$ cat src/pkg/rwa_defs.svh
`ifndef RWA_DEFS_SVH
`define RWA_DEFS_SVH

// Datapath geometry: one received word, and three words of history for a 32-bit pattern.
`define RWA_WORD_W        20
`define RWA_HIST_W        60
`define RWA_OFF_MAX       5'h13

// Register byte offsets on the APB slave.
`define RWA_CTRL_OFF      8'h00
`define RWA_PAT_OFF       8'h04
`define RWA_SMCFG_OFF     8'h08
`define RWA_RLCFG_OFF     8'h0C
`define RWA_STATUS_OFF    8'h10
`define RWA_ISTAT_OFF     8'h14
`define RWA_IMASK_OFF     8'h18

// Control register field positions.
`define RWA_MODE_LSB      0
`define RWA_WIDTH_LSB     2
`define RWA_PLEN_LSB      4
`define RWA_ENC_BIT       7
`define RWA_RLEN_BIT      8
`define RWA_ALIGN_BIT     9
`define RWA_SLIP_BIT      10

// Sync machine configuration field positions, each field holds count minus one.
`define RWA_GOOD_LSB      0
`define RWA_BAD_LSB       8
`define RWA_NPAT_LSB      16

// Interrupt status and mask bit positions.
`define RWA_IRQ_PAT       0
`define RWA_IRQ_SYNC      1
`define RWA_IRQ_LOSS      2
`define RWA_IRQ_RLV       3
`define RWA_IRQ_CFG       4

// Encodings of mode, interface width and pattern length.
`define RWA_MODE_MANUAL   2'h0
`define RWA_MODE_SLIP     2'h1
`define RWA_MODE_SM       2'h2
`define RWA_WID_8         2'h0
`define RWA_WID_10        2'h1
`define RWA_WID_16        2'h2
`define RWA_WID_20        2'h3
`define RWA_PLEN_7        3'h0
`define RWA_PLEN_8        3'h1
`define RWA_PLEN_10       3'h2
`define RWA_PLEN_16       3'h3
`define RWA_PLEN_20       3'h4
`define RWA_PLEN_32       3'h5

// Reset values.
`define RWA_CTRL_RST      32'h0000_00AC
`define RWA_PAT_RST       32'h0000_017C
`define RWA_SMCFG_RST     32'h0002_0303
`define RWA_RLCFG_RST     32'h0000_0028

`endif

$ cat src/pkg/rwa_pkg.sv
package rwa_pkg;

	// States of the automatic synchronization machine.
	typedef enum logic [1:0] {
		ST_LOSS,
		ST_ACQ,
		ST_SYNC
	} rwa_sync_state_t;

	typedef logic [19:0] rwa_word_t;

endpackage : rwa_pkg

$ cat src/rtl/rwa_match.sv
`timescale 1ns/1ps

// Compares one candidate window against the pattern under the length mask.
module rwa_match (
	input  wire logic [31:0] window,
	input  wire logic [31:0] pattern,
	input  wire logic [31:0] mask,
	output logic             hit
);

	// Bits beyond the pattern length are masked out so shorter patterns match.
	assign hit = (((window ^ pattern) & mask) == 32'h0000_0000);

endmodule : rwa_match

$ cat src/rtl/rwa_aligner.sv
// Overview of operation
// - Search received stream for programmed 7/8/10/16/20/32-bit pattern, set boundary there.
// - Manual mode, 16 or 20-bit interface: one alignment after reset without request.
// - Align request is edge-triggered, but level-triggered for a ten-bit interface.
// - Bit-slip mode moves the boundary one bit per rising edge of slip request.
// - Each slip drops the oldest received bit; later words start one bit later.
// - Sync machine mode only with 8B/10B data and ten or twenty-bit width.
// - Sync machine lowers error count by one after N consecutive valid words.
// - Sync machine enters loss of sync after N bad words, N from 1 to 256.
// - Sync declared only after N consecutive patterns, N from 1 to 256.
// - Sync status and pattern-detected outputs are offered to user logic.
// - Sync machine pattern length is 7, 10, or 20 with twenty-bit interface.
// - Run-length check flags when identical contiguous bits exceed threshold 40 to 640.
// - Each edge-triggered align request aligns once; no more until requested again.
//
// Decided for this implementation: register access over APB and the placing of the registers.
`timescale 1ns/1ps
`include "rwa_defs.svh"

module rwa_aligner
	import rwa_pkg::*;
(
	input  wire logic        pclk,
	input  wire logic        presetn,
	input  wire logic        psel,
	input  wire logic        penable,
	input  wire logic        pwrite,
	input  wire logic [7:0]  paddr,
	input  wire logic [31:0] pwdata,
	output logic      [31:0] prdata,
	output logic             pready,
	output logic             pslverr,
	input  wire logic [19:0] rx_data_in,
	input  wire logic        rx_valid_in,
	input  wire logic        rx_word_bad,
	output logic      [19:0] rx_data_out,
	output logic             rx_valid_out,
	output logic             rx_syncstatus,
	output logic             rx_patterndetect,
	output logic             rx_rlv,
	output logic             irq
);

	logic [1:0]       mode_reg;
	logic [1:0]       width_reg;
	logic [2:0]       plen_reg;
	logic             enc_reg;
	logic             rl_en_reg;
	logic             align_req_reg;
	logic             slip_req_reg;
	logic [31:0]      pat_reg;
	logic [31:0]      smcfg_reg;
	logic [9:0]       rl_thr_reg;
	logic [4:0]       istat_reg;
	logic [4:0]       imask_reg;
	logic [59:0]      hist_reg;
	logic             proc_v_reg;
	logic [4:0]       off_reg;
	logic             skip_reg;
	logic             align_q_reg;
	logic             slip_q_reg;
	logic             align_pend_reg;
	logic             boot_reg;
	rwa_sync_state_t  state_reg;
	logic [8:0]       err_cnt_reg;
	logic [8:0]       good_cnt_reg;
	logic [8:0]       pat_cnt_reg;
	logic [9:0]       run_reg;
	logic             last_bit_reg;
	logic [9:0]       run_next;
	logic             rl_hit;
	logic [19:0]      match;
	logic             any_match;
	logic [4:0]       first_idx;
	logic [31:0]      pmask;
	logic             sm_legal;
	logic             sm_active;
	logic             level_mode;
	logic             slip_rise;
	logic             setup;
	logic             wr;
	logic             mapped;
	logic [31:0]      rd_mux;
	logic [4:0]       ev;
	logic [4:0]       istat_next;
	logic [8:0]       n_good;
	logic [8:0]       n_bad;
	logic [8:0]       n_pat;

	// Length code to compare mask; shorter patterns match in the low bits.
	function automatic logic [31:0] plen_mask(input logic [2:0] code);
		case (code)
			`RWA_PLEN_7:  plen_mask = 32'h0000_007F;
			`RWA_PLEN_8:  plen_mask = 32'h0000_00FF;
			`RWA_PLEN_10: plen_mask = 32'h0000_03FF;
			`RWA_PLEN_16: plen_mask = 32'h0000_FFFF;
			`RWA_PLEN_20: plen_mask = 32'h000F_FFFF;
			default:      plen_mask = 32'hFFFF_FFFF;
		endcase
	endfunction : plen_mask

	assign pmask      = plen_mask(plen_reg);
	assign level_mode = (width_reg == `RWA_WID_10);
	assign slip_rise  = slip_req_reg & ~slip_q_reg;
	assign n_good     = {1'b0, smcfg_reg[`RWA_GOOD_LSB +: 8]} + 9'h001;
	assign n_bad      = {1'b0, smcfg_reg[`RWA_BAD_LSB +: 8]} + 9'h001;
	assign n_pat      = {1'b0, smcfg_reg[`RWA_NPAT_LSB +: 8]} + 9'h001;

	// The machine is held in loss of sync unless the setup is one it supports.
	assign sm_legal = enc_reg
		& ((width_reg == `RWA_WID_10) | (width_reg == `RWA_WID_20))
		& ((plen_reg == `RWA_PLEN_7) | (plen_reg == `RWA_PLEN_10)
		| ((plen_reg == `RWA_PLEN_20) & (width_reg == `RWA_WID_20)));
	assign sm_active = (mode_reg == `RWA_MODE_SM) & sm_legal;

	// One comparator per candidate boundary; bit 0 of history is the oldest bit.
	for (genvar k = 0; k < `RWA_WORD_W; k++) begin : g_cmp
		rwa_match u_match (
			.window  (hist_reg[k +: 32]),
			.pattern (pat_reg),
			.mask    (pmask),
			.hit     (match[k])
		);
	end

	// The lowest matching offset wins, i.e. the earliest pattern in the stream.
	always_comb begin
		any_match = |match;
		first_idx = 5'h00;
		for (int i = `RWA_WORD_W - 1; i >= 0; i--) begin
			if (match[i]) begin
				first_idx = i[4:0];
			end
		end
	end

	// Contiguous identical bits, counted across word edges in arrival order.
	always_comb begin
		logic lb;
		lb       = last_bit_reg;
		run_next = run_reg;
		rl_hit   = 1'b0;
		for (int i = 0; i < `RWA_WORD_W; i++) begin
			if (rx_data_in[i] == lb) begin
				run_next = (run_next == 10'h3FF) ? run_next : run_next + 10'h001;
			end else begin
				run_next = 10'h001;
			end
			lb = rx_data_in[i];
			if (run_next > rl_thr_reg) begin
				rl_hit = rl_en_reg & rx_valid_in;
			end
		end
	end

	// Stream history; a new word enters at the top and the oldest falls out.
	always_ff @(posedge pclk or negedge presetn) begin
		if (!presetn) begin
			hist_reg     <= 60'h0;
			proc_v_reg   <= 1'b0;
			run_reg      <= 10'h000;
			last_bit_reg <= 1'b0;
		end else begin
			proc_v_reg <= rx_valid_in;
			if (rx_valid_in) begin
				hist_reg     <= {rx_data_in, hist_reg[59:20]};
				run_reg      <= run_next;
				last_bit_reg <= rx_data_in[19];
			end
		end
	end

	// Manual request tracking: edge arms one alignment, level keeps it armed.
	always_ff @(posedge pclk or negedge presetn) begin
		if (!presetn) begin
			align_q_reg    <= 1'b0;
			slip_q_reg     <= 1'b0;
			align_pend_reg <= 1'b0;
			boot_reg       <= 1'b1;
		end else begin
			align_q_reg <= align_req_reg;
			slip_q_reg  <= slip_req_reg;
			boot_reg    <= 1'b0;
			if (mode_reg != `RWA_MODE_MANUAL) begin
				align_pend_reg <= 1'b0;
			end else if ((boot_reg
				& ((width_reg == `RWA_WID_16) | (width_reg == `RWA_WID_20)))
				| (level_mode ? align_req_reg : (align_req_reg & ~align_q_reg))) begin
				align_pend_reg <= 1'b1;
			end else if (proc_v_reg & any_match) begin
				align_pend_reg <= 1'b0;
			end
		end
	end

	// Boundary offset: set by a found pattern or stepped by a slip request.
	always_ff @(posedge pclk or negedge presetn) begin
		if (!presetn) begin
			off_reg  <= 5'h00;
			skip_reg <= 1'b0;
		end else begin
			if ((mode_reg == `RWA_MODE_SLIP) & slip_rise) begin
				if (off_reg == `RWA_OFF_MAX) begin
					// Wrapping to the next word's first bit is a one-bit step only if
					// the word now straddled is dropped from the output.
					off_reg  <= 5'h00;
					skip_reg <= 1'b1;
				end else begin
					off_reg <= off_reg + 5'h01;
				end
			end else if (proc_v_reg & any_match
				& (((mode_reg == `RWA_MODE_MANUAL) & align_pend_reg)
				| (sm_active & (state_reg == ST_LOSS)))) begin
				off_reg <= first_idx;
			end
			if (proc_v_reg & skip_reg & ~((mode_reg == `RWA_MODE_SLIP) & slip_rise)) begin
				skip_reg <= 1'b0;
			end
		end
	end

	// Aligned output word and pattern-detected pulse.
	always_ff @(posedge pclk or negedge presetn) begin
		if (!presetn) begin
			rx_data_out      <= 20'h0_0000;
			rx_valid_out     <= 1'b0;
			rx_patterndetect <= 1'b0;
		end else begin
			rx_valid_out     <= proc_v_reg & ~skip_reg;
			rx_patterndetect <= proc_v_reg & ~skip_reg & match[off_reg];
			if (proc_v_reg & ~skip_reg) begin
				rx_data_out <= hist_reg[off_reg +: 20];
			end
		end
	end

	// Synchronization machine with good-word credit against the error count.
	always_ff @(posedge pclk or negedge presetn) begin
		if (!presetn) begin
			state_reg    <= ST_LOSS;
			err_cnt_reg  <= 9'h000;
			good_cnt_reg <= 9'h000;
			pat_cnt_reg  <= 9'h000;
		end else if (!sm_active) begin
			state_reg    <= ST_LOSS;
			err_cnt_reg  <= 9'h000;
			good_cnt_reg <= 9'h000;
			pat_cnt_reg  <= 9'h000;
		end else if (proc_v_reg) begin
			unique case (state_reg)
				ST_LOSS: begin
					if (any_match) begin
						pat_cnt_reg <= 9'h001;
						state_reg   <= (n_pat == 9'h001) ? ST_SYNC : ST_ACQ;
						err_cnt_reg <= 9'h000;
						good_cnt_reg <= 9'h000;
					end
				end
				ST_ACQ: begin
					if (rx_word_bad) begin
						state_reg   <= ST_LOSS;
						pat_cnt_reg <= 9'h000;
					end else if (match[off_reg]) begin
						pat_cnt_reg <= pat_cnt_reg + 9'h001;
						if (pat_cnt_reg + 9'h001 == n_pat) begin
							state_reg <= ST_SYNC;
						end
					end
				end
				ST_SYNC: begin
					if (rx_word_bad) begin
						good_cnt_reg <= 9'h000;
						if (err_cnt_reg + 9'h001 == n_bad) begin
							state_reg   <= ST_LOSS;
							err_cnt_reg <= 9'h000;
						end else begin
							err_cnt_reg <= err_cnt_reg + 9'h001;
						end
					end else if (good_cnt_reg + 9'h001 == n_good) begin
						good_cnt_reg <= 9'h000;
						if (err_cnt_reg != 9'h000) begin
							err_cnt_reg <= err_cnt_reg - 9'h001;
						end
					end else begin
						good_cnt_reg <= good_cnt_reg + 9'h001;
					end
				end
			endcase
		end
	end

	// Status follows the state one cycle later, so it is low out of reset until a cycle after ST_SYNC.
	always_ff @(posedge pclk or negedge presetn) begin
		if (!presetn) begin
			rx_syncstatus <= 1'b0;
			rx_rlv        <= 1'b0;
		end else begin
			rx_syncstatus <= (state_reg == ST_SYNC);
			rx_rlv        <= rl_hit;
		end
	end

	// Events for the sticky status; a set in the clearing cycle survives.
	assign ev[`RWA_IRQ_PAT]  = proc_v_reg & ~skip_reg & match[off_reg];
	assign ev[`RWA_IRQ_SYNC] = (state_reg == ST_SYNC) & ~rx_syncstatus;
	assign ev[`RWA_IRQ_LOSS] = (state_reg != ST_SYNC) & rx_syncstatus;
	assign ev[`RWA_IRQ_RLV]  = rl_hit;
	assign ev[`RWA_IRQ_CFG]  = (mode_reg == `RWA_MODE_SM) & ~sm_legal;

	// APB: registered zero-wait answer, so pready rises in the access phase.
	assign setup  = psel & ~penable;
	assign wr     = psel & penable & pready & pwrite & ~pslverr;
	assign mapped = (paddr == `RWA_CTRL_OFF) | (paddr == `RWA_PAT_OFF)
		| (paddr == `RWA_SMCFG_OFF) | (paddr == `RWA_RLCFG_OFF)
		| (paddr == `RWA_STATUS_OFF) | (paddr == `RWA_ISTAT_OFF)
		| (paddr == `RWA_IMASK_OFF);
	assign istat_next = (istat_reg
		& ~((wr & (paddr == `RWA_ISTAT_OFF)) ? pwdata[4:0] : 5'h00)) | ev;

	// Read data; reserved bits read as zero.
	always_comb begin
		unique case (paddr)
			`RWA_CTRL_OFF:   rd_mux = {21'h0, slip_req_reg, align_req_reg, rl_en_reg,
				enc_reg, plen_reg, width_reg, mode_reg};
			`RWA_PAT_OFF:    rd_mux = pat_reg;
			`RWA_SMCFG_OFF:  rd_mux = smcfg_reg;
			`RWA_RLCFG_OFF:  rd_mux = {22'h0, rl_thr_reg};
			`RWA_STATUS_OFF: rd_mux = {15'h0, err_cnt_reg, state_reg, rx_syncstatus, off_reg};
			`RWA_ISTAT_OFF:  rd_mux = {27'h0, istat_reg};
			`RWA_IMASK_OFF:  rd_mux = {27'h0, imask_reg};
			default:         rd_mux = 32'h0000_0000;
		endcase
	end

	// Bus handshake and read capture.
	always_ff @(posedge pclk or negedge presetn) begin
		if (!presetn) begin
			pready  <= 1'b0;
			pslverr <= 1'b0;
			prdata  <= 32'h0000_0000;
		end else begin
			pready  <= setup;
			pslverr <= setup & ~mapped;
			if (setup) begin
				prdata <= rd_mux;
			end
		end
	end

	// Software-written registers.
	always_ff @(posedge pclk or negedge presetn) begin
		if (!presetn) begin
			mode_reg      <= 2'(`RWA_CTRL_RST >> `RWA_MODE_LSB);
			width_reg     <= 2'(`RWA_CTRL_RST >> `RWA_WIDTH_LSB);
			plen_reg      <= 3'(`RWA_CTRL_RST >> `RWA_PLEN_LSB);
			enc_reg       <= 1'(`RWA_CTRL_RST >> `RWA_ENC_BIT);
			rl_en_reg     <= 1'(`RWA_CTRL_RST >> `RWA_RLEN_BIT);
			align_req_reg <= 1'b0;
			slip_req_reg  <= 1'b0;
			pat_reg       <= `RWA_PAT_RST;
			smcfg_reg     <= `RWA_SMCFG_RST;
			rl_thr_reg    <= 10'(`RWA_RLCFG_RST);
			imask_reg     <= 5'h00;
		end else if (wr) begin
			if (paddr == `RWA_CTRL_OFF) begin
				mode_reg      <= pwdata[`RWA_MODE_LSB +: 2];
				width_reg     <= pwdata[`RWA_WIDTH_LSB +: 2];
				plen_reg      <= pwdata[`RWA_PLEN_LSB +: 3];
				enc_reg       <= pwdata[`RWA_ENC_BIT];
				rl_en_reg     <= pwdata[`RWA_RLEN_BIT];
				align_req_reg <= pwdata[`RWA_ALIGN_BIT];
				slip_req_reg  <= pwdata[`RWA_SLIP_BIT];
			end
			if (paddr == `RWA_PAT_OFF) begin
				pat_reg <= pwdata;
			end
			if (paddr == `RWA_SMCFG_OFF) begin
				smcfg_reg <= {8'h00, pwdata[23:0]};
			end
			if (paddr == `RWA_RLCFG_OFF) begin
				rl_thr_reg <= pwdata[9:0];
			end
			if (paddr == `RWA_IMASK_OFF) begin
				imask_reg <= pwdata[4:0];
			end
		end
	end

	// Sticky interrupt status and the masked level output.
	always_ff @(posedge pclk or negedge presetn) begin
		if (!presetn) begin
			istat_reg <= 5'h00;
			irq       <= 1'b0;
		end else begin
			istat_reg <= istat_next;
			irq       <= |(istat_next & imask_reg);
		end
	end
endmodule : rwa_aligner

$ cat config.mk
export PLATFORM = sky130hd
export DESIGN_NAME = rwa_aligner
export DESIGN_NICKNAME = d
export VERILOG_FILES = /design/src/pkg/rwa_pkg.sv /design/src/rtl/rwa_match.sv /design/src/rtl/rwa_aligner.sv
export VERILOG_INCLUDE_DIRS = /design/src /design/src/pkg
export SDC_FILE = /design/constraint.sdc
export NUM_CORES = 2
export LEC_CHECK = 0
export ABC_AREA = 1
export CAP_MARGIN = 20
export CORE_ASPECT_RATIO = 1.75
export CORE_MARGIN = 8
export CORE_UTILIZATION = 45
export CTS_CLUSTER_SIZE = 16
export DETAILED_ROUTE_END_ITERATION = 10
export DONT_BUFFER_PORTS = 1
export SLEW_MARGIN = 30
export SYNTH_ARGS = -nofsm -noshare
export SYNTH_HDL_FRONTEND = slang
export SYNTH_HIERARCHICAL = 1
export SYNTH_SLANG_ARGS = --single-unit
$ cat constraint.sdc
create_clock -name pclk -period 23.8 [get_ports pclk]
set_input_delay 4.76 -clock pclk [delete_from_list [all_inputs] [get_ports pclk]]
set_output_delay 4.76 -clock pclk [all_outputs]
set_load 0.02 [all_outputs]
# [After elaboration in Yosys (flattened, before gate mapping)]
# Index checks and enable logic that the tools add are counted.
[classes] addsub=28 n_lt_le_gt_ge=21 n_eq_ne=73 n_shift=1 mux=124 n_bitwise=92 n_reduce_logical=42
[op_table] op="AND 32 bit" n=20
[op_table] op="logical NOT 32 bit" n=20
[op_table] op="bitwise XOR 32 bit" n=20
[op_table] op="2-to-1 mux 10 bit" n=40
[op_table] op="one-hot mux 32 bit (7 select lines)" n=1
[op_table] op="adder 10 x 1 -> 10 bit (second input constant)" n=20
[op_table] op="== test 10 bit (second input constant)" n=20
[op_table] op="> comparator 10 bit" n=20
[op_table] op="one-hot mux 32 bit (5 select lines)" n=1
[op_table] op="2-to-1 mux 9 bit" n=16
[op_table] op="2-to-1 mux 5 bit" n=24
[op_table] op="indexed part select 60 x 6 -> 20 bit" n=1
[op_table] op="one-hot mux 9 bit (2 select lines)" n=3
[op_table] op="2-to-1 mux 1 bit" n=28
[op_table] op="adder 8 x 1 -> 9 bit (second input constant)" n=3
[op_table] op="adder 9 x 1 -> 9 bit (second input constant)" n=3
[op_table] op="AND 1 bit" n=27
[op_table] op="== test 9 bit" n=3
[op_table] op="== test 8 x 5 -> 1 bit (second input constant)" n=3
[op_table] op="== test 1 bit" n=20
[op_table] op="OR reduction 20 bit" n=1
[op_table] op="2-to-1 mux 2 bit" n=9
[op_table] op="== test 8 x 4 -> 1 bit (second input constant)" n=2
[op_table] op="!= test 4 bit (second input constant)" n=4
[op_table] op="other kinds (33)" n=72
[totals] ff_bits=257 inputBits=67 output_inout_bits=59 wordCells=416

# [Depth between registers and ports, before layout]
[depth] depth_word=65 mapped_depth=182 depth_no_buf=176

# [Hierarchy]
# Netlist, hierarchy kept.
[by_module_without_submodules] mod="rwa_aligner" instances=1 cells_per_inst=4408 area_each_um2=28108.2 seq_area_each_um2=6428.7
[by_module_without_submodules] mod="rwa_match" instances=20 cells_per_inst=171 area_each_um2=654.4 seq_area_each_um2=0.0

# [Worst setup path before layout]
# OpenSTA, ideal clock, no wires.
[synth_timing] path_kind="input to register" from="input port rx_data_in[0]" to="register irq" setup_ns=0.131 t_arrival_ns=26.699 required_ns=23.669 slack_ns=-3.030 path_stages=168 n_path_buf=10 path_cell_list="xor2_1 -> inv_2 -> buf_2 -> nand3_2 -> ha_1 -> nand4_1 -> clkinv_2 -> nand3_4 -> nand2_1 -> nand3_1 -> ha_1 -> nand3_2 -> nor2_4 -> nand3_2 -> buf_6 -> nand2_2 -> nand3_1 -> inv_1 -> (+132 left out) -> nand4_1 -> a21oi_1 -> nor2_1 -> ha_1 -> nand2_1 -> nor3_1 -> nand3_1 -> a221o_1 -> a2111oi_0 -> nand4_1 -> nor4_1 -> nand3_1 -> nor4_1 -> nand3_1 -> nand2_1 -> nand2_1 -> nand2_1 -> nand4_1"
[synth_between] elab_chain_len=64 word_cells_on_any_way=122 cone_classes="19 x add/sub; 20 x order compare; 21 x eq/ne; 59 x mux; 2 x bitwise; 1 x reduce/logical"
[synth_rtl] element="start, declared" line="rwa_aligner.sv:33" source="input wire logic [19:0] rx_data_in,"
[synth_rtl] element="== test 1 bit" line="rwa_aligner.sv:144" source="if (rx_data_in[i] == lb) begin"
[synth_rtl] element="2-to-1 mux 10 bit" line="rwa_aligner.sv:144"
[synth_rtl] element="adder 10 x 1 -> 10 bit or == test 10 bit (tied branches)" line="rwa_aligner.sv:145" source="run_next = (run_next == 10'h3FF) ? run_next : run_next + 10'h001;"
[synth_rtl] element="2-to-1 mux 10 bit" line="rwa_aligner.sv:145"
[synth_rtl] element="2-to-1 mux 10 bit (*)" line="rwa_aligner.sv:144"
[synth_rtl] element="adder 10 x 1 -> 10 bit or == test 10 bit (tied branches)" line="rwa_aligner.sv:145"
[synth_rtl] element="2-to-1 mux 10 bit (*)" line="rwa_aligner.sv:145"
[synth_rtl] element="2-to-1 mux 10 bit (*)" line="rwa_aligner.sv:144"
[synth_rtl] element="(+50 left out)"
[synth_rtl] element="2-to-1 mux 10 bit (*)" line="rwa_aligner.sv:144"
[synth_rtl] element="named net run_next[5]" line="rwa_aligner.sv:70" source="logic [9:0] run_next;"
[synth_rtl] element="> comparator 10 bit (*)" line="rwa_aligner.sv:150" source="if (run_next > rl_thr_reg) begin"
[synth_rtl] element="2-to-1 mux 1 bit (*)" line="rwa_aligner.sv:150"
[synth_rtl] element="OR 5 bit (*)" line="rwa_aligner.sv:317" source="assign istat_next = (istat_reg"
[synth_rtl] element="named net istat_next[3]" line="rwa_aligner.sv:85" source="logic [4:0] istat_next;"
[synth_rtl] element="AND 5 bit (*)" line="rwa_aligner.sv:396" source="irq <= |(istat_next & imask_reg);"
[synth_rtl] element="OR reduction 5 bit (*)" line="rwa_aligner.sv:396"
[synth_rtl] element="end signal, assigned" line="rwa_aligner.sv:396"
[synth_rtl] element="end, declared" line="rwa_aligner.sv:41" source="output logic irq"
# Mark *: on every way through the listed nets, which the timed path passes. The rest lies on a longest branch.
# A chain may end at the register's enable or synchronous reset.

# [Worst setup path in the final report]
# Same ends and word-level chain as after synthesis.

==> flow_metrics.py <==
metrics = {
    "grt": {
        "gr-total-overflow": 0,
        "grt_first_pass_wirelength_mm": 256,
        "antenna_found_initial": 6,
        "grt_max_degree": 257,
        "grt.total_usage": 0.317,
        "grt_pass1_vias": 45100,
    },
    "floorplan": {
        "die_area_sq_um": 102000,
        "coreArea_sq_um": 91200,
        "num_io_pins": 126,
        "die_h_um": 416,
        "start_util": 0.452,
        "rows": 147,
        "dieWidth_um": 245,
    },
    "cells_and_area": {
        "largest_reg_flops": 60,
        "stdcell_area_sq_um": 47400,
        "area_growth_syn_to_layout_pct": 15.0,
        "finalNetCount": 8491,
        "final_core_util": 0.519,
        "layout-drive-gt1-share": 0.106,
    },
    "synthesis": {
        "ys_warn_count": 6,
        "yosysTopAreaCellShare": 0.263,
        "avgSynthCellArea_sq_um": 5.26,
        "ys_top_cells_by_area": "nand2_1, nor2_1, dfrtp_1",
        "ys_top_cells_by_count": "nand2_1, nor2_1, inv_1",
        "yosysSeqAreaShare": 0.156,
        "syn_inst": 7828,
        "postSynth.asyncResetShare": 1.00,
        "synth-edff-count": 0,
        "synth_area_sq_um": 41200,
        "synth.most_common_cell": "nand2_1",
        "ys_seq_elements": 256,
        "synth.largest_area_cell": "nand2_1",
        "ys_types": 73,
        "yosys_most_used_dff": "dfrtp_1",
    },
    "clocking": {
        "numClockSinks": 256,
        "tritoncts": "yes",
        "numCtsBuffers": 29,
        "ctsRootBufferMaster": "clkbuf_16",
        "clkLatencyLatePin_ps": 620,
        "holdBufCountCts": 0,
        "clockBufferDepth": 3,
        "clk_pin_slew_ps": 70,
        "h-tree-depth": 1,
    },
    "timing": {
        "period_needed_ps": 22880,
        "slew_headroom": 0.317,
        "slew_viol_final": 0,
        "setup_tns_ps": 0,
        "rsz0062_at_grt": "yes",
        "finClkSkew_ps": 31.5,
        "finalSetupViolCount": 0,
        "period_share": 0.961,
        "fmax_mhz": 43.7,
        "tightest_slew_ps": 1020,
        "hold_violations": 0,
    },
    "worst_setup_path": {
        "r2r_end": "irq$_DFF_PN0_",
        "slowest_stage": "a221o_1",
        "worstSetupPathType": "input port to flop",
        "r2r_cells": 168,
        "crit_path_start_kind": "input port",
        "cpMostUsedCell": "nand3_4",
        "cp.arrival_ps": 23360,
        "regToRegStartpoint": "run_reg[0]$_DFFE_PN0P_",
        "cp-end-kind": "flop",
        "reg2reg_slack_ps": 4060,
        "cp_max_fo": 8,
        "crit_required_ps": 24290,
        "crit_path_max_incr_delay_ps": 430,
    },
    "drt": {
        "drt_pass1_iterations": 9,
        "ant_nets": 0,
        "route.detailed.drc": 0,
        "dr.first_iter.drc_count": 3444,
        "avgRoutedWirePerCell_um": 17.9,
        "finalWirelength_mm": 169,
        "via_per_inst": 5.26,
        "vias": 49500,
    },
    "placement": {
        "hpwl_mm": 125,
        "dpl_cell_area_sq_um": 45600,
        "io_buffers": 0,
        "gp_congestion": 0.998,
    },
    "status": {
        "status": "completed",
    },
    "worst_hold_path": {
        "hold_path.class": "flop to flop",
        "hold_depth": 2,
        "hp-start": "hist_reg[54]$_DFFE_PN0P_",
        "min_to": "hist_reg[54]$_DFFE_PN0P_",
    },
    "power_and_ir_drop": {
        "power.density_nw_per_um2": 41.2,
        "power_mw": 1.95,
        "ir_drop_v": 0.0000589,
        "leakagePower_nw": 23.4,
    },
    "run": {
        "drv_cap": 0,
    },
}
==> what timing repair did <==
item | 4_1_cts | 5_1_grt
endpoints found under the setup margin | 0 | 3
hold endpoints to repair | 0 | 0
resized for setup | 0 | 116
setup buffers | 0 | 39
==> area by class of cell <==
type / instances / area, sq um
Clock buffer: 38 / 830
Multi-Input combinational cell: 6625 / 32200
Timing Repair Buffer: 333 / 2540
Tap cell: 1192 / 1490
Fill cell: 9922 / 43900
Inverter: 964 / 3650
Sequential cell: 256 / 6440
Antenna cell: 4 / 10.0
Clock inverter: 15 / 185
==> power breakdown <==
| part | switching, mW | total [mW] | internal [mW] |
|---|---|---|---|
| logic | 0.628 | 0.922 | 0.294 |
| clock network | 0.215 | 0.495 | 0.280 |
| registers | 0.0714 | 0.536 | 0.464 |
| total | 0.914 | 1.95 | 1.04 |
==> worst max-delay path by stage <==
stage | slack [ps] | endpoint | start
after floorplan | -370 | irq$_DFF_PN0_ | rx_data_in[0]
after global placement | -20 | irq$_DFF_PN0_ | rx_data_in[0]
final | 920 | irq$_DFF_PN0_ | rx_data_in[0]
after detailed placement | -450 | irq$_DFF_PN0_ | rx_data_in[0]
after CTS | 130 | irq$_DFF_PN0_ | rx_data_in[0]
after global routing | -490 | irq$_DFF_PN0_ | rx_data_in[0]
==> cell usage in the layout (no fill, tap or decap), types with 9 or more instances in the layout <==
cell type / count
a2111oi_0: 9
a21oi_1: 159
a21oi_2: 15
a221oi_1: 12
a31oi_1: 22
a32o_1: 10
buf_4: 320
buf_6: 12
clkbuf_16: 29
clkinv_1: 19
conb_1: 141
dfrtp_1: 232
dfstp_2: 18
ha_1: 195
ha_4: 19
inv_1: 867
inv_2: 64
mux2i_1: 32
nand2_1: 2846
nand2_2: 96
nand2_4: 19
nand3_1: 465
nand3_2: 38
nand3_4: 40
nand3b_1: 19
nand4_1: 137
nor2_1: 1564
nor2_2: 70
nor2_4: 54
nor3_1: 28
nor4_1: 15
o211ai_1: 18
o21ai_0: 362
o21ai_1: 14
o22ai_1: 16
xnor2_1: 24
xor2_1: 86
==> per-layer routing <==
layer	share of wire	routed length [um]	track usage	vias up
met5	0	0	0	-
met4	0.078	13200	0.216	0
met3	0.054	9150	0.0456	499
met2	0.50	85100	0.582	1392
met1	0.36	61300	0.328	22400
li1	-	-	-	25200
==> cells by family after synthesis <==
family | share of synthesized area
compound gates | 0.0967
xor+xnor | 0.0247
fa+ha+maj | 0.0653
buf+inv | 0.102
flops | 0.156
mux | 0.00996
other cells | 0.000182
simple gates | 0.545
==> critical path: cells and delay by family <==
| kind | cells | cell delay [ps] |
|---|---|---|
| adders and majority gates | 20 | 3360 |
| xor gates and xnor gates | 3 | 470 |
| buffers and inverters | 27 | 2430 |
| AOI/OAI and AO/OA | 5 | 1010 |
| and+or+nand+nor | 109 | 11220 |
==> stage by stage <==
step	setup WS [ps]	instances	hold WS (ps)
after global routing	-492	9423	509
final	922	9427	471
after floorplan	-373	7967	388
after CTS	126	9383	478
after detailed placement	-449	9330	462
after global placement	-20.8	9330	456
Note: power is estimated with default switching activity, not from simulation.
